`config.mk`:
```
export PLATFORM = sky130hd
export DESIGN_NAME = usp_uart
export DESIGN_NICKNAME = d
export VERILOG_FILES = /design/src/usp_reload_cnt.v /design/src/usp_sync.v /design/src/usp_uart.v
export VERILOG_INCLUDE_DIRS = /design/src /design/src/src
export SDC_FILE = /design/constraint.sdc
export NUM_CORES = 1
export LEC_CHECK = 0
export ABC_AREA = 0
export CAP_MARGIN = 10
export CORE_UTILIZATION = 60
export DETAILED_ROUTE_END_ITERATION = 10
export DONT_BUFFER_PORTS = 1
export PLACE_DENSITY = 0.8
export RECOVER_POWER = 25
export REMOVE_ABC_BUFFERS = 1
export SLEW_MARGIN = 20
export SYNTH_ARGS = -nofsm -noshare
export SYNTH_HDL_FRONTEND = slang
export SYNTH_HIERARCHICAL = 1
export SYNTH_SLANG_ARGS = --single-unit
```
`constraint.sdc`:
```
create_clock -name sys_clk -period 5.3 [get_ports sys_clk]
set_input_delay 0.53 -clock sys_clk [delete_from_list [all_inputs] [get_ports sys_clk]]
set_output_delay 0.53 -clock sys_clk [all_outputs]
set_load 0.01 [all_outputs]
```
`src/usp_map.vh`:
```
// Register offsets, field positions, reset values and timing constants of the serial port.
`ifndef USP_MAP_VH
`define USP_MAP_VH
`define USP_OFF_CTRL      12'h000
`define USP_OFF_DATA      12'h004
`define USP_OFF_RELOAD    12'h008
`define USP_OFF_TMRCFG    12'h00c
`define USP_OFF_STATUS    12'h010
`define USP_OFF_MASK      12'h014
`define USP_CTRL_MODE9    7
`define USP_CTRL_ONE      6
`define USP_CTRL_MCE      5
`define USP_CTRL_REN      4
`define USP_CTRL_TB8      3
`define USP_CTRL_RB8      2
`define USP_CTRL_TDONE    1
`define USP_CTRL_RDONE    0
`define USP_TCFG_RUN      3
`define USP_SRC_DIV4      3'h0
`define USP_SRC_DIV12     3'h1
`define USP_SRC_DIV48     3'h2
`define USP_SRC_EXT8      3'h3
`define USP_SRC_PIN       3'h4
`define USP_RST_CTRL      8'h40
`define USP_RST_RELOAD    8'h00
`define USP_RST_TMRCFG    4'h0
`define USP_PRESC_DIV4    6'd4
`define USP_PRESC_DIV12   6'd12
`define USP_PRESC_DIV48   6'd48
`define USP_EXT_DIV       4'h8
`define USP_FRAME8_BITS   4'd10
`define USP_FRAME9_BITS   4'd11
`endif

```
`src/usp_reload_cnt.v`:
```
// Eight-bit auto-reload counter that pulses on overflow, with a forced reload.
`timescale 1ns/100ps
module usp_reload_cnt #(
   parameter WIDTH = 8
) (
   input  wire             sys_clk,
   input  wire             reset_n,
   input  wire             tick,
   input  wire             force_load,
   input  wire [WIDTH-1:0] reload,
   output reg              ovf
);
   reg [WIDTH-1:0] cnt_r;

   always @(posedge sys_clk or negedge reset_n) begin
      if (!reset_n) begin
         cnt_r <= {WIDTH{1'b0}};
         ovf   <= 1'b0;
      end else if (force_load) begin
         cnt_r <= reload;
         ovf   <= 1'b0;
      end else if (tick) begin
         if (&cnt_r) begin
            cnt_r <= reload;
            ovf   <= 1'b1;
         end else begin
            cnt_r <= cnt_r + {{(WIDTH-1){1'b0}}, 1'b1};
            ovf   <= 1'b0;
         end
      end else begin
         ovf <= 1'b0;
      end
   end
endmodule

```
`src/usp_sync.v`:
```
// Two-flop synchroniser for an asynchronous level.
`timescale 1ns/100ps
module usp_sync #(
   parameter INIT = 1'b1
) (
   input  wire sys_clk,
   input  wire reset_n,
   input  wire din,
   output reg  dout
);
   reg meta_r;

   always @(posedge sys_clk or negedge reset_n) begin
      if (!reset_n) begin
         meta_r <= INIT;
         dout   <= INIT;
      end else begin
         meta_r <= din;
         dout   <= meta_r;
      end
   end
endmodule

```
`src/usp_uart.v`:
```
// Full-duplex serial port with timer-based baud generation and an AXI4-Lite register slave.
//
// Function
// Full-duplex port, 8-bit and 9-bit variable modes.
// Received byte buffered while next one arrives.
// Data location write loads transmit register.
// Data location read returns receive buffer.
// Done flags request interrupt when enabled.
// Done flags stay set until software clears.
// Baud from eight-bit auto-reload timer.
// Transmit uses low count, receive a copy.
// Both counter overflows divided by two.
// Receive copy runs with timer, same reload.
// Start bit forces receive counter reload.
// Software picks reload for twice baud.
// Timer clock from divided system or external.
// Timer clock independent of system clock.
// Ten-bit frame, start, eight LSB-first, stop.
// Ninth bit sent and stored in 9-bit mode.
// Load only if flag clear and check passes.
// Transmit done set at stop bit start.
// Receiver samples near mid bit.
//
// Design decisions made here: the register offsets and register access over AXI4-Lite.
`timescale 1ns/100ps
`include "usp_map.vh"
module usp_uart #(
   parameter CNT_W = 8
) (
   input  wire        sys_clk,
   input  wire        reset_n,
   input  wire        ext_osc_clk,
   input  wire        timer1_external_input,
   input  wire        rx_pin,
   output reg         tx_pin,
   output wire        irq,
   input  wire [11:0] s_axi_awaddr,
   input  wire        s_axi_awvalid,
   output wire        s_axi_awready,
   input  wire [31:0] s_axi_wdata,
   input  wire [3:0]  s_axi_wstrb,
   input  wire        s_axi_wvalid,
   output wire        s_axi_wready,
   output reg  [1:0]  s_axi_bresp,
   output reg         s_axi_bvalid,
   input  wire        s_axi_bready,
   input  wire [11:0] s_axi_araddr,
   input  wire        s_axi_arvalid,
   output wire        s_axi_arready,
   output reg  [31:0] s_axi_rdata,
   output reg  [1:0]  s_axi_rresp,
   output reg         s_axi_rvalid,
   input  wire        s_axi_rready
);
   localparam TX_IDLE  = 3'b001;
   localparam TX_SHIFT = 3'b010;
   localparam TX_STOP  = 3'b100;
   localparam RX_IDLE  = 3'b001;
   localparam RX_BITS  = 3'b010;
   localparam RX_DONE  = 3'b100;
   localparam [7:0] CTRL_RST = `USP_RST_CTRL;

   // Control, buffers and interrupt registers.
   reg        mode9_r;
   reg        mce_r;
   reg        ren_r;
   reg        tb8_r;
   reg        rb8_r;
   reg        tdone_r;
   reg        rdone_r;
   reg [7:0]  rx_buf_r;
   reg [7:0]  reload_r;
   reg [3:0]  tmrcfg_r;
   reg [1:0]  irq_mask_r;

   // AXI handshake state.
   reg        aw_held_r;
   reg [11:0] aw_addr_r;
   reg        w_held_r;
   reg [31:0] w_data_r;
   reg [3:0]  w_strb_r;

   wire       sync_rx;
   wire       sync_xo;
   wire       sync_t1;
   wire       ovf_tx;
   wire       ovf_rx;
   wire       rx_force;
   wire       tmr_run = tmrcfg_r[`USP_TCFG_RUN];
   wire [2:0] tmr_src = tmrcfg_r[2:0];

   usp_sync #(.INIT(1'b1)) u_rx_sync (
      .sys_clk (sys_clk),
      .reset_n (reset_n),
      .din     (rx_pin),
      .dout    (sync_rx)
   );

   usp_sync #(.INIT(1'b0)) u_t1_sync (
      .sys_clk (sys_clk),
      .reset_n (reset_n),
      .din     (timer1_external_input),
      .dout    (sync_t1)
   );

   // The external oscillator is sampled; it must run below a quarter of sys_clk.
   usp_sync #(.INIT(1'b0)) u_xo_sync (
      .sys_clk (sys_clk),
      .reset_n (reset_n),
      .din     (ext_osc_clk),
      .dout    (sync_xo)
   );

   // Timer tick selection from the chosen clock source.
   reg [5:0] presc_r;
   reg [2:0] xo_div_r;
   reg       xo_d_r;
   reg       t1_d_r;
   reg       tick;
   wire      xo_rise = sync_xo & ~xo_d_r;
   wire      xo_wrap = ({1'b0, xo_div_r} == `USP_EXT_DIV - 4'h1);
   wire      t1_fall = ~sync_t1 & t1_d_r;
   reg [5:0] presc_max;

   always @* begin
      case (tmr_src)
         `USP_SRC_DIV12: presc_max = `USP_PRESC_DIV12;
         `USP_SRC_DIV48: presc_max = `USP_PRESC_DIV48;
         default:        presc_max = `USP_PRESC_DIV4;
      endcase
   end

   always @(posedge sys_clk or negedge reset_n) begin
      if (!reset_n) begin
         presc_r  <= 6'd0;
         xo_div_r <= 3'd0;
         xo_d_r   <= 1'b0;
         t1_d_r   <= 1'b0;
         tick     <= 1'b0;
      end else begin
         xo_d_r <= sync_xo;
         t1_d_r <= sync_t1;
         tick   <= 1'b0;
         if (tmr_src == `USP_SRC_EXT8) begin
            if (xo_rise) begin
               xo_div_r <= xo_wrap ? 3'd0 : xo_div_r + 3'd1;
               tick     <= xo_wrap;
            end
         end else if (tmr_src == `USP_SRC_PIN) begin
            tick <= t1_fall;
         end else if (presc_r >= presc_max - 6'd1) begin
            presc_r <= 6'd0;
            tick    <= 1'b1;
         end else begin
            presc_r <= presc_r + 6'd1;
         end
      end
   end

   // Transmit timer is the low count; the receive copy is reloaded on start.
   usp_reload_cnt #(.WIDTH(CNT_W)) u_tx_cnt (
      .sys_clk    (sys_clk),
      .reset_n    (reset_n),
      .tick       (tick & tmr_run),
      .force_load (1'b0),
      .reload     (reload_r),
      .ovf        (ovf_tx)
   );

   usp_reload_cnt #(.WIDTH(CNT_W)) u_rx_cnt (
      .sys_clk    (sys_clk),
      .reset_n    (reset_n),
      .tick       (tick & tmr_run),
      .force_load (rx_force),
      .reload     (reload_r),
      .ovf        (ovf_rx)
   );

   // Divide-by-two of each overflow stream.
   reg tx_half_r;
   reg rx_half_r;
   wire tx_baud = ovf_tx & tx_half_r;
   wire rx_mid  = ovf_rx & ~rx_half_r;

   // Transmitter.
   reg [2:0] tx_st_r;
   reg [9:0] tx_sh_r;
   reg [3:0] tx_cnt_r;
   wire      data_wr;
   wire [7:0] data_wbyte;
   wire      tx_set = (tx_st_r == TX_STOP) && tx_baud;

   always @(posedge sys_clk or negedge reset_n) begin
      if (!reset_n) begin
         tx_half_r <= 1'b0;
         tx_st_r   <= TX_IDLE;
         tx_sh_r   <= 10'h3ff;
         tx_cnt_r  <= 4'd0;
         tx_pin    <= 1'b1;
      end else begin
         if (ovf_tx)
            tx_half_r <= ~tx_half_r;
         case (tx_st_r)
            TX_IDLE: begin
               tx_pin <= 1'b1;
               if (data_wr) begin
                  tx_sh_r  <= {tb8_r, data_wbyte, 1'b0};
                  tx_cnt_r <= mode9_r ? `USP_FRAME9_BITS - 4'd1 : `USP_FRAME8_BITS - 4'd1;
                  tx_st_r  <= TX_SHIFT;
               end
            end
            TX_SHIFT: begin
               if (tx_baud) begin
                  tx_pin   <= tx_sh_r[0];
                  tx_sh_r  <= {1'b1, tx_sh_r[9:1]};
                  tx_cnt_r <= tx_cnt_r - 4'd1;
                  if (tx_cnt_r == 4'd1)
                     tx_st_r <= TX_STOP;
               end
            end
            TX_STOP: begin
               if (tx_baud) begin
                  tx_pin  <= 1'b1;
                  tx_st_r <= TX_IDLE;
               end
            end
            default: tx_st_r <= TX_IDLE;
         endcase
      end
   end

   // Receiver.
   reg [2:0] rx_st_r;
   reg [8:0] rx_sh_r;
   reg [3:0] rx_cnt_r;
   reg       rx_d_r;
   wire      start_edge = (rx_st_r == RX_IDLE) && ren_r && tmr_run && rx_d_r && !sync_rx;
   assign rx_force = start_edge;
   reg       rx_load;
   reg       rx_bit9;
   reg [7:0] rx_byte;

   always @(posedge sys_clk or negedge reset_n) begin
      if (!reset_n) begin
         rx_half_r <= 1'b0;
         rx_st_r   <= RX_IDLE;
         rx_sh_r   <= 9'h000;
         rx_cnt_r  <= 4'd0;
         rx_d_r    <= 1'b1;
         rx_load   <= 1'b0;
         rx_bit9   <= 1'b0;
         rx_byte   <= 8'h00;
      end else begin
         rx_d_r  <= sync_rx;
         rx_load <= 1'b0;
         if (start_edge)
            rx_half_r <= 1'b0;
         else if (ovf_rx)
            rx_half_r <= ~rx_half_r;
         case (rx_st_r)
            RX_IDLE: begin
               if (start_edge) begin
                  rx_cnt_r <= mode9_r ? `USP_FRAME9_BITS : `USP_FRAME8_BITS;
                  rx_st_r  <= RX_BITS;
               end
            end
            RX_BITS: begin
               if (rx_mid) begin
                  rx_cnt_r <= rx_cnt_r - 4'd1;
                  if (rx_cnt_r == (mode9_r ? `USP_FRAME9_BITS : `USP_FRAME8_BITS)) begin
                     if (sync_rx)
                        rx_st_r <= RX_IDLE;
                  end else if (rx_cnt_r == 4'd1) begin
                     rx_bit9 <= mode9_r ? rx_sh_r[8] : sync_rx;
                     rx_byte <= mode9_r ? rx_sh_r[7:0] : rx_sh_r[8:1];
                     rx_st_r <= RX_DONE;
                  end else begin
                     rx_sh_r <= {sync_rx, rx_sh_r[8:1]};
                  end
               end
            end
            RX_DONE: begin
               rx_load <= 1'b1;
               rx_st_r <= RX_IDLE;
            end
            default: rx_st_r <= RX_IDLE;
         endcase
      end
   end

   wire rx_accept = rx_load && !rdone_r && (!mce_r || rx_bit9);
   wire rx_set    = rx_accept;

   // AXI4-Lite slave.
   wire wr_go = aw_held_r && w_held_r && !s_axi_bvalid;
   assign s_axi_awready = !aw_held_r && !s_axi_bvalid;
   assign s_axi_wready  = !w_held_r && !s_axi_bvalid;
   assign s_axi_arready = !s_axi_rvalid;
   wire wr_ctrl   = wr_go && (aw_addr_r == `USP_OFF_CTRL) && w_strb_r[0];
   wire wr_status = wr_go && (aw_addr_r == `USP_OFF_STATUS) && w_strb_r[0];
   assign data_wr    = wr_go && (aw_addr_r == `USP_OFF_DATA) && w_strb_r[0] &&
                       (tx_st_r == TX_IDLE);
   assign data_wbyte = w_data_r[7:0];
   wire addr_ok_w = (aw_addr_r <= `USP_OFF_MASK) && (aw_addr_r[1:0] == 2'b00);
   wire addr_ok_r = (s_axi_araddr <= `USP_OFF_MASK) && (s_axi_araddr[1:0] == 2'b00);
   wire [7:0] ctrl_rd = {mode9_r, 1'b1, mce_r, ren_r, tb8_r, rb8_r, tdone_r, rdone_r};

   always @(posedge sys_clk or negedge reset_n) begin
      if (!reset_n) begin
         aw_held_r    <= 1'b0;
         aw_addr_r    <= 12'h000;
         w_held_r     <= 1'b0;
         w_data_r     <= 32'h0000_0000;
         w_strb_r     <= 4'h0;
         s_axi_bvalid <= 1'b0;
         s_axi_bresp  <= 2'b00;
         s_axi_rvalid <= 1'b0;
         s_axi_rresp  <= 2'b00;
         s_axi_rdata  <= 32'h0000_0000;
         mode9_r      <= CTRL_RST[`USP_CTRL_MODE9];
         mce_r        <= 1'b0;
         ren_r        <= 1'b0;
         tb8_r        <= 1'b0;
         rb8_r        <= 1'b0;
         tdone_r      <= 1'b0;
         rdone_r      <= 1'b0;
         rx_buf_r     <= 8'h00;
         reload_r     <= `USP_RST_RELOAD;
         tmrcfg_r     <= `USP_RST_TMRCFG;
         irq_mask_r   <= 2'b00;
      end else begin
         if (s_axi_awvalid && s_axi_awready) begin
            aw_held_r <= 1'b1;
            aw_addr_r <= s_axi_awaddr;
         end
         if (s_axi_wvalid && s_axi_wready) begin
            w_held_r <= 1'b1;
            w_data_r <= s_axi_wdata;
            w_strb_r <= s_axi_wstrb;
         end
         if (wr_go) begin
            aw_held_r    <= 1'b0;
            w_held_r     <= 1'b0;
            s_axi_bvalid <= 1'b1;
            s_axi_bresp  <= addr_ok_w ? 2'b00 : 2'b10;
            if (w_strb_r[0]) begin
               case (aw_addr_r)
                  `USP_OFF_CTRL: begin
                     mode9_r <= w_data_r[`USP_CTRL_MODE9];
                     mce_r   <= w_data_r[`USP_CTRL_MCE];
                     ren_r   <= w_data_r[`USP_CTRL_REN];
                     tb8_r   <= w_data_r[`USP_CTRL_TB8];
                     rb8_r   <= w_data_r[`USP_CTRL_RB8];
                  end
                  `USP_OFF_RELOAD: reload_r <= w_data_r[7:0];
                  `USP_OFF_TMRCFG: tmrcfg_r <= w_data_r[3:0];
                  `USP_OFF_MASK:   irq_mask_r <= w_data_r[1:0];
                  default: ;
               endcase
            end
         end else if (s_axi_bvalid && s_axi_bready) begin
            s_axi_bvalid <= 1'b0;
         end
         // Flags: hardware set wins over a software clear in the same cycle.
         if (tx_set)
            tdone_r <= 1'b1;
         else if ((wr_ctrl && !w_data_r[`USP_CTRL_TDONE]) ||
                  (wr_status && w_data_r[`USP_CTRL_TDONE]))
            tdone_r <= 1'b0;
         else if (wr_ctrl)
            tdone_r <= 1'b1;
         if (rx_set) begin
            rdone_r  <= 1'b1;
            rx_buf_r <= rx_byte;
            rb8_r    <= rx_bit9;
         end else if ((wr_ctrl && !w_data_r[`USP_CTRL_RDONE]) ||
                      (wr_status && w_data_r[`USP_CTRL_RDONE]))
            rdone_r <= 1'b0;
         else if (wr_ctrl)
            rdone_r <= 1'b1;
         if (s_axi_arvalid && s_axi_arready) begin
            s_axi_rvalid <= 1'b1;
            s_axi_rresp  <= addr_ok_r ? 2'b00 : 2'b10;
            case (s_axi_araddr)
               `USP_OFF_CTRL:   s_axi_rdata <= {24'h000000, ctrl_rd};
               `USP_OFF_DATA:   s_axi_rdata <= {24'h000000, rx_buf_r};
               `USP_OFF_RELOAD: s_axi_rdata <= {24'h000000, reload_r};
               `USP_OFF_TMRCFG: s_axi_rdata <= {28'h0000000, tmrcfg_r};
               `USP_OFF_STATUS: s_axi_rdata <= {30'h0, tdone_r, rdone_r};
               `USP_OFF_MASK:   s_axi_rdata <= {30'h0, irq_mask_r};
               default:         s_axi_rdata <= 32'h0000_0000;
            endcase
         end else if (s_axi_rvalid && s_axi_rready) begin
            s_axi_rvalid <= 1'b0;
         end
      end
   end

   assign irq = |({tdone_r, rdone_r} & irq_mask_r);
endmodule

```
==> impl_metrics.yaml, run 1 <==
synthesis:
  synth.most_common_cell: "dfrtp_1"
  netlist_top_cells_count: "131 x dfrtp_1, 60 x mux2_2, 56 x nand2_1"
  async_reset_ff_frac: 1.00
  syn_area_sq_mm: 0.00724
  synth_simple_gate_area_frac: 0.167
  synthTopCellsByArea: "dfrtp_1 45%, mux2_2 9.3%, dfstp_2 5.8%"
  yosysSeqAreaShare: 0.511
  dominantRegCellSynth: "dfrtp_1"
  synthDistinctLibCells: 73
  synth_edf_count: 0
  synth.avg_cell_area_sq_um: 10.9
  synth_top_family_by_area: "simple AND/OR/NAND/NOR gates"
  synth_top_cell_by_area: "dfrtp_1"
  synthAdderAreaFrac: 0.0225
  synth_cells: 663
  synth_top_area_frac: 0.453
  ys_warn_count: 6
  synth_compound_area_frac: 0.122
  synth_mux_area_frac: 0.113
  synth-xor-area-share: 0.00846
  ys_seq_elements: 147
critical_path:
  crit_top_cell: "a21oi_1"
  cp-start-kind: "flop"
  critPathSlowestCell: "dfrtp_1"
  path_cells: "nor2b_1, nand2b_1, ha_1, a21oi_1, o21ai_0, a21oi_1, nand2_1, o31ai_1"
  critical_path.top_delay_family: "compound AO/OA/AOI/OAI gates"
  critPathKind: "reg2reg"
  end_kind: "flop"
  crit_required_ns: 5.63
  worstPathMaxFanout: 6
  cpPeakStageDelay_ns: 0.47
  worstSetupStartpoint: "tmrcfg_r[1]"
  cp.buffers_inverters: 0
  r2r_start: "tmrcfg_r[1]"
  crit_arrival_ns: 2.75
layout:
  final_cell_area_sq_mm: 0.00781
  multi_input_area_sq_mm: 0.00324
  drive_gt1_frac: 0.194
  fill_cells: 824
  syn2layout_area_growth_pct: 7.84
  nets: 745
  seq_area_sq_mm: 0.00370
outcome:
  violations: "design-rule violations"
  status: "finished, violations left"
flow_run:
  max_cap_viol_count: 0
clocking:
  clockRootBuffer: "clkbuf_16"
  cts_max_level: 4
  ctsResizeCount: 0
  numCtsBuffers: 17
  cts_tree: "yes"
  clk_path_buf_depth: 2
  insertion_delay_ns: 0.43
  path_clk_slew_ns: 0.06
  numClockSinks: 147
grt:
  first_global_vias: 4903
  grt-ovfl-total: 0
  grt_pass1_wl_mm: 24.4
  grt.total_usage: 0.254
  grt_start_max_net_pins: 148
  antenna_found_initial: 0
timing:
  timing.final.ws_setup_ns: 2.87
  min_period_ns: 2.43
  slew_headroom: 0.475
  final.setup.tns_ns: 0
  max_freq_ghz: 0.412
  fin_hold_ws_ns: 0.101
  fin_skew_ns: 0.0121
  slew_viol_final: 0
  rsz0062_at_grt: "false"
  worst_slew_pin_slew_ns: 0.787
  fin_crit_sh: 0.458
  setup_violations: 0
  hold_viol: 0
drt:
  route.detailed.drc: 10
  vias_per_cell: 6.16
  drt_iter0_drc: 406
  firstDrtPassIters: 10
  routed_wl_mm: 14.8
  routedWlPerCell_um: 18.1
  ant_nets: 0
  num_vias: 5044
power_and_ir_drop:
  seqPwrFrac: 0.482
  swShare: 0.269
  internal_power_w: 0.00213
  ir_drop_mv: 0.269
  clkPwrFrac: 0.399
  total_leakage_power_nw: 3.48
  pwr_density_cell_mw_per_mm2: 372
  total_switching_power_w: 0.000781
  p_comb_frac: 0.119
place:
  postPlaceCellArea_sq_mm: 0.00720
  gp_congestion: 0.810
  portBuffers: 0
  dp_slack_ns: 2.69
  post-dp-hpwl_mm: 10.1
floorplanning:
  io_pins: 113
  core_area_sq_mm: 0.0116
  die-area_sq_mm: 0.0125
  start_util: 0.624
  die_w_um: 112
  num_rows: 39
  fp.dieH_um: 112
hold_path:
  hp-start: "rx_pin"
  hp-class: "in2reg"
==> cell type report <==
class / count / area share
antenna: 1 / 0.000320
clock buffer: 26 / 0.0652
tap: 143 / 0.0229
timing repair buffer: 2 / 0.00449
multi-input combinational: 472 / 0.414
clock inverter: 6 / 0.00881
inverter: 22 / 0.0106
sequential: 147 / 0.473
==> power groups by stage <==
stage	combinational, W	sequential (W)	clock [W]
finish	0.000345	0.00140	0.00116
global route	0.000388	0.00142	0.00122
CTS	0.000347	0.00140	0.00118
detailed placement	0.000322	0.00142	0
global placement	0.000299	0.00141	0
floorplan	0.000269	0.00136	0
==> cell usage in the layout (no fill, tap or decap), types with 6 or more instances in the layout <==
cell type  netlist  layout
nand2b_1        12      12
mux2_2          60      60
nand2_1         56      56
nand4_1          7       7
a31oi_1         13      13
o22a_1           6       6
dfrtp_1        131     131
o21ai_0         35      35
a21o_1           6       6
clkbuf_16        0      17
mux2i_1         14      14
ha_1            13      13
dfstp_2         16      15
nor3_1          27      27
conb_1           2      28
xor2_1           7       7
inv_1           22      22
nand3_1          8       8
o31ai_1          6       6
nor2_1          43      42
nor2b_1         10      10
a21oi_1         25      25
==> state kept, by name, indices dropped and copies added, names as in the netlist, 2 cells and up <==
register / flops
rx_sh_r: 9
rx_cnt_r: 4
rx_byte: 8
presc_r: 6
tx_cnt_r: 4
s_axi_rdata: 8
tx_st_r: 3
irq_mask_r: 2
w_data_r: 8
reload_r: 8
u_rx_cnt/cnt_r: 8
aw_addr_r: 12
tx_sh_r: 10
rx_st_r: 3
tmrcfg_r: 4
u_tx_cnt/cnt_r: 8
rx_buf_r: 8
xo_div_r: 3
==> logic make-up after synthesis <==
kind of cell    after synthesis
simple gates                215
flops                       147
compound gates              135
mux                          74
buf+inv                      70
fa+ha+maj                    13
xor+xnor                      7
other cells                   2
==> path summary, 6_finish.rpt <==
kind | end | slack (ns) | cells past startpoint
worst max-delay path | presc_r[5] | 2.87 | 8
worst min-delay path | u_rx_sync/meta_r | 0.10 | 0
worst max register to register | presc_r[5] | 2.87 | 8
worst min register to register | u_t1_sync/dout | 0.35 | 0
max in group asynchronous | rx_sh_r[1] | 4.70 | 1
min in group asynchronous | u_tx_cnt/cnt_r[6] | 0.13 | 1
==> stage by stage <==
stage               cells   util  total power [W]
floorplan             641      -          0.00163
global placement      785  0.620          0.00171
detailed placement    785  0.620          0.00174
CTS                   818  0.672          0.00292
global route          818  0.672          0.00303
finish                819  0.673          0.00291
==> per-layer routing <==
metal	track usage	routed length, um
met5	0	0
met4	0.120	301
met3	0.0735	802
met2	0.404	7410
met1	0.322	6330
==> what timing repair did <==
action                                 CTS  global route
endpoints found under the hold margin  147             0
setup buffers                            0             0
hold buffers                             1             0
No activity file was read; power rests on OpenSTA's default activity.
==> run 2: changes to the inputs <==
==> constraint.sdc (replaced) <==
create_clock -name sys_clk -period 2.3 [get_ports sys_clk]
set_input_delay 0.23 -clock sys_clk [delete_from_list [all_inputs] [get_ports sys_clk]]
set_output_delay 0.23 -clock sys_clk [all_outputs]
set_load 0.01 [all_outputs]
==> run 2 against run 1 <==
Largest cell class unchanged. Sequential power rose by 130%. Routed wire length grew 5.2%. Worst setup slack worse by 2.7 ns. Clock skew about the same. The flow finishes with violations (design-rule violations, negative hold slack). Critical endpoint is now reload_r[3]. Total power up 140%. Clock power grew to 2.5 times the previous value. Sequential share of layout area decreased by 2.1 points. Critical path type unchanged.
==> impl_metrics.yaml, run 2 (synthesis results as in run 1) <==
timing:
  worst_slew_pin_slew_ns: 0.602
  max_freq_ghz: 0.465
  final.setup.tns_ns: 0
  hold_viol: 147
  fin_hold_ws_ns: -0.514
  fin_crit_sh: 0.936
  rsz0062_at_grt: "false"
  min_period_ns: 2.15
  fin_skew_ns: 0.0125
  slew_viol_final: 0
  slew_headroom: 0.595
  setup_violations: 0
flow_run:
  max_cap_viol_count: 0
floorplanning:
  io_pins: 113
  die_w_um: 112
  num_rows: 39
  die-area_sq_mm: 0.0125
  core_area_sq_mm: 0.0116
  fp.dieH_um: 112
  start_util: 0.624
drt:
  routed_wl_mm: 15.6
  route.detailed.drc: 5
  routedWlPerCell_um: 18.3
  num_vias: 5224
  firstDrtPassIters: 11
  ant_nets: 0
  vias_per_cell: 6.12
  drt_iter0_drc: 630
layout:
  fill_cells: 783
  layout_commonest_cell: "dfrtp_1"
  largest_register_ffs: 12
  mostFrequentLayoutCells: "131 x dfrtp_1, 60 x mux2_2, 56 x nand2_1, 43 x nor2_1, 35 x o21ai_0"
  top_regs: "aw_addr_r x12, tx_sh_r x10, rx_sh_r x9"
  antenna_cells: 0
  syn2layout_area_growth_pct: 12.8
  nets: 780
  drive_gt1_frac: 0.194
  top_register: "aw_addr_r"
  final_cell_area_sq_mm: 0.00817
power_and_ir_drop:
  total_leakage_power_nw: 3.63
  ir_drop_mv: 0.889
  pwr_density_cell_mw_per_mm2: 858
critical_path:
  crit_required_ns: 2.62
  worstPathMaxFanout: 8
  path_cells: "and3b_1, and4_1, nand3_1, nor2_4, mux2_2"
  end_kind: "flop"
  crit_arrival_ns: 2.48
  critical_path.top_delay_family: "simple AND/OR/NAND/NOR gates"
  critPathSlowestCell: "dfrtp_1"
  cp-start-kind: "flop"
  critPathKind: "reg2reg"
  cpPeakStageDelay_ns: 0.46
  cp.buffers_inverters: 0
grt:
  grt_start_max_net_pins: 148
  first_global_vias: 5119
  grt_pass1_wl_mm: 26.0
  grt.total_usage: 0.271
  antenna_found_initial: 0
  grt-ovfl-total: 0
place:
  post-dp-hpwl_mm: 9.91
  postPlaceCellArea_sq_mm: 0.00724
  portBuffers: 0
  gp_congestion: 0.845
clocking:
  cts_setup_buffers: 0
  clk_path_buf_depth: 2
  ctsHoldBuffers: 31
  cts_tree: "yes"
  numCtsBuffers: 17
  clockRootBuffer: "clkbuf_16"
  insertion_delay_ns: 0.44
  cts_max_level: 4
  numClockSinks: 147
  path_clk_slew_ns: 0.07
hold_path:
  hp-class: "in2async"
outcome:
  violations: "design-rule violations, negative hold slack"
  status: "finished, violations left"
## run 2: power breakdown
part	internal [W]	total (W)	switching, W
Sequential	0.00289	0.00325	0.000362
Combinational	0.000417	0.000832	0.000415
Clock	0.00181	0.00293	0.00112
## run 2: stage by stage
| stage | utilization | setup WS [ns] | hold WS, ns | std cells | total power [W] |
|---|---|---|---|---|---|
| after floorplan | - | 0.211 | -0.0656 | 641 | 0.00376 |
| after global routing | 0.703 | 0.0347 | -0.529 | 853 | 0.00726 |
| after global placement | 0.623 | 0.327 | -0.0629 | 790 | 0.00395 |
| after CTS | 0.703 | 0.200 | -0.529 | 853 | 0.00699 |
| after detailed placement | 0.623 | 0.214 | -0.0624 | 790 | 0.00402 |
| final | 0.703 | 0.148 | -0.514 | 853 | 0.00701 |
## run 2: layout make-up
type | count | area [sq um] | share of cell area
sequential | 147 | 3700 | 0.453
multi-input combinational | 472 | 3240 | 0.396
clock buffer | 19 | 433 | 0.0530
timing repair buffer | 37 | 355 | 0.0435
clock inverter | 13 | 184 | 0.0225
tap | 143 | 179 | 0.0219
inverter | 22 | 82.6 | 0.0101
## run 2: timing repair
item	CTS	global route
gates resized for setup	0	1
hold endpoints to repair	180	147
endpoints found under the setup margin	0	1
## run 2: layer usage
layer,vias up,share of wire,track usage
li1,2407,-,-
met1,2595,0.42,0.348
met2,180,0.49,0.432
met3,42,0.060,0.0642
met4,0,0.030,0.139
met5,-,0,0
## run 2: worst paths after layout
check	end	cells after the start	slack, ns	startpoint
max	reload_r[3]	5	0.15	s_axi_bvalid
min	presc_r[3]	0	-0.51	reset_n
max reg2reg	reload_r[3]	5	0.15	s_axi_bvalid
min reg2reg	u_t1_sync/dout	0	0.35	u_t1_sync/meta_r
max in group asynchronous	u_rx_sync/meta_r	0	2.46	reset_n
min in group sys_clk	s_axi_rdata[1]	2	0.02	s_axi_araddr[4]
## run 2: worst register-to-register path, cell delays in order, from the launching register on
cell     delay [ns]
dfrtp_1        0.46
and3b_1        0.37
and4_1         0.38
nand3_1        0.18
nor2_4         0.26
mux2_2         0.39
==> run 3: changes to the inputs <==
--- a/config.mk
+++ b/config.mk
@@ -11,6 +11,7 @@
 export CORE_UTILIZATION = 60
 export DETAILED_ROUTE_END_ITERATION = 10
 export DONT_BUFFER_PORTS = 1
+export HOLD_SLACK_MARGIN = 0.1
 export PLACE_DENSITY = 0.8
 export RECOVER_POWER = 25
 export REMOVE_ABC_BUFFERS = 1
==> run 3 against run 2 <==
Clock-buffer cell count stayed put. Sequential share of layout area is 0.28 points lower. Total power hardly changed. Worst setup slack better by 0.0025 ns. Largest power group unchanged. The run still ends with design-rule violations, negative hold slack left. Via count is 0.96% higher. Clock power hardly changed. Cell count is 0.59% higher.
==> impl_metrics.yaml, run 3 (synthesis results as in run 1) <==
place:
  portBuffers: 0
  post-dp-hpwl_mm: 9.91
  postPlaceCellArea_sq_mm: 0.00724
  place_inst: 790
  gp_congestion: 0.845
  dp_slack_ns: 0.214
layout:
  final_cell_area_sq_mm: 0.00822
  layout_commonest_cell: "dfrtp_1"
  syn2layout_area_growth_pct: 13.5
  top_regs: "aw_addr_r x12, tx_sh_r x10, rx_sh_r x9"
  top_register: "aw_addr_r"
  fill_cells: 773
  antenna_cells: 0
  nets: 785
  drive_gt1_frac: 0.193
  multi_input_area_sq_mm: 0.00324
  mostFrequentLayoutCells: "131 x dfrtp_1, 60 x mux2_2, 56 x nand2_1, 43 x nor2_1, 36 x dlygate4sd3_1"
  largest_register_ffs: 12
  stdcell_count: 858
  seq_area_sq_mm: 0.00370
clocking:
  ctsHoldBuffers: 36
  numClockSinks: 147
  cts_max_level: 4
  insertion_delay_ns: 0.44
  numCtsBuffers: 17
  cts_tree: "yes"
  clockRootBuffer: "clkbuf_16"
  path_clk_slew_ns: 0.07
  clk_path_buf_depth: 2
  cts_setup_buffers: 0
critical_path:
  crit_arrival_ns: 2.47
  r2r_slack_ns: 0.15
  crit_required_ns: 2.62
  path_cells: "and3b_1, and4_1, nand3_1, nor2_4, mux2_2"
  r2r_cells: 5
  end_kind: "flop"
  r2r_start: "s_axi_bvalid"
  cpPeakStageDelay_ns: 0.46
  critPathSlowestCell: "dfrtp_1"
  critPathKind: "reg2reg"
  worstPathMaxFanout: 8
  rr_endpoint: "reload_r[3]"
  cp-start-kind: "flop"
timing:
  hold_viol: 147
  timing.final.ws_setup_ns: 0.151
  final.setup.tns_ns: 0
  worst_slew_pin_slew_ns: 0.632
  max_freq_ghz: 0.465
  fin_crit_sh: 0.934
  slew_headroom: 0.575
  slew_viol_final: 0
  fin_hold_ws_ns: -0.510
  rsz0062_at_grt: "false"
  min_period_ns: 2.15
  fin_skew_ns: 0.0137
  setup_violations: 0
grt:
  grt_pass1_wl_mm: 26.3
  first_global_vias: 5160
  grt.total_usage: 0.275
  grt-ovfl-total: 0
  grt_start_max_net_pins: 148
  antenna_found_initial: 0
floorplanning:
  die-area_sq_mm: 0.0125
  num_rows: 39
  fp.dieH_um: 112
  io_pins: 113
  start_util: 0.624
  die_w_um: 112
  core_area_sq_mm: 0.0116
hold_path:
  hp-class: "in2async"
drt:
  num_vias: 5274
  firstDrtPassIters: 11
  ant_nets: 0
  drt_iter0_drc: 539
  routedWlPerCell_um: 18.3
  routed_wl_mm: 15.7
  vias_per_cell: 6.15
  route.detailed.drc: 7
power_and_ir_drop:
  swShare: 0.270
  total_switching_power_w: 0.00189
  total_leakage_power_nw: 3.65
  internal_power_w: 0.00512
  pwr_density_cell_mw_per_mm2: 853
  ir_drop_mv: 0.880
  seqPwrFrac: 0.464
  p_comb_frac: 0.120
  clkPwrFrac: 0.416
flow_run:
  max_cap_viol_count: 0
outcome:
  violations: "design-rule violations, negative hold slack"
  status: "finished, violations left"
run 3: final cells by class:
class / instances / share of cell area
clock buffer: 19 / 0.0527
clock inverter: 13 / 0.0224
inverter: 22 / 0.0100
multi-input combinational: 472 / 0.394
sequential: 147 / 0.450
tap: 143 / 0.0218
timing repair buffer: 42 / 0.0493
run 3: routing by layer:
layer  track usage  vias up  part of all wire
li1              -     2426                 -
met1         0.351     2617              0.42
met4         0.140        0             0.029
met2         0.439      189              0.49
met5             0        -                 0
met3        0.0648       42             0.055
run 3: worst max-delay path, delay by kind of cell (launching register included):
kind             cells  cell delay [ns]
and+or+nand+nor      4             1.17
muxes                1             0.39
DFF                  1             0.46
run 3: how the worst max path moves through the flow:
stage                  from           endpoint  slack (ns)  cells past startpoint
2_1_floorplan    rx_st_r[2]  u_rx_cnt/cnt_r[3]        0.21                      5
3_3_place_gp   s_axi_bvalid        reload_r[0]        0.33                      5
3_5_place_dp    tmrcfg_r[1]         presc_r[5]        0.21                      8
4_1_cts         tmrcfg_r[1]         presc_r[5]        0.20                      8
5_1_grt         tmrcfg_r[1]         presc_r[5]        0.03                      9
6_report       s_axi_bvalid        reload_r[3]        0.15                      5
run 3: through the flow:
stage,hold WS (ns),util,power (W)
4_1_cts,-0.529,0.707,0.00700
5_1_grt,-0.529,0.708,0.00726
2_1_floorplan,-0.0656,-,0.00376
6_report,-0.510,0.708,0.00701
3_5_place_dp,-0.0624,0.623,0.00402
3_3_place_gp,-0.0629,0.623,0.00395
run 3: timing repair:
action,4_1_cts,5_1_grt
setup endpoints to repair,0,1
resized for setup,0,1
hold endpoints to repair,184,147
run 3: power groups by stage:
stage	Combinational, W	Sequential [W]	Clock, W
detailed placement	0.000753	0.00327	0
global placement	0.000705	0.00324	0
global route	0.000918	0.00329	0.00306
floorplan	0.000620	0.00314	0
finish	0.000840	0.00325	0.00292
CTS	0.000814	0.00323	0.00296
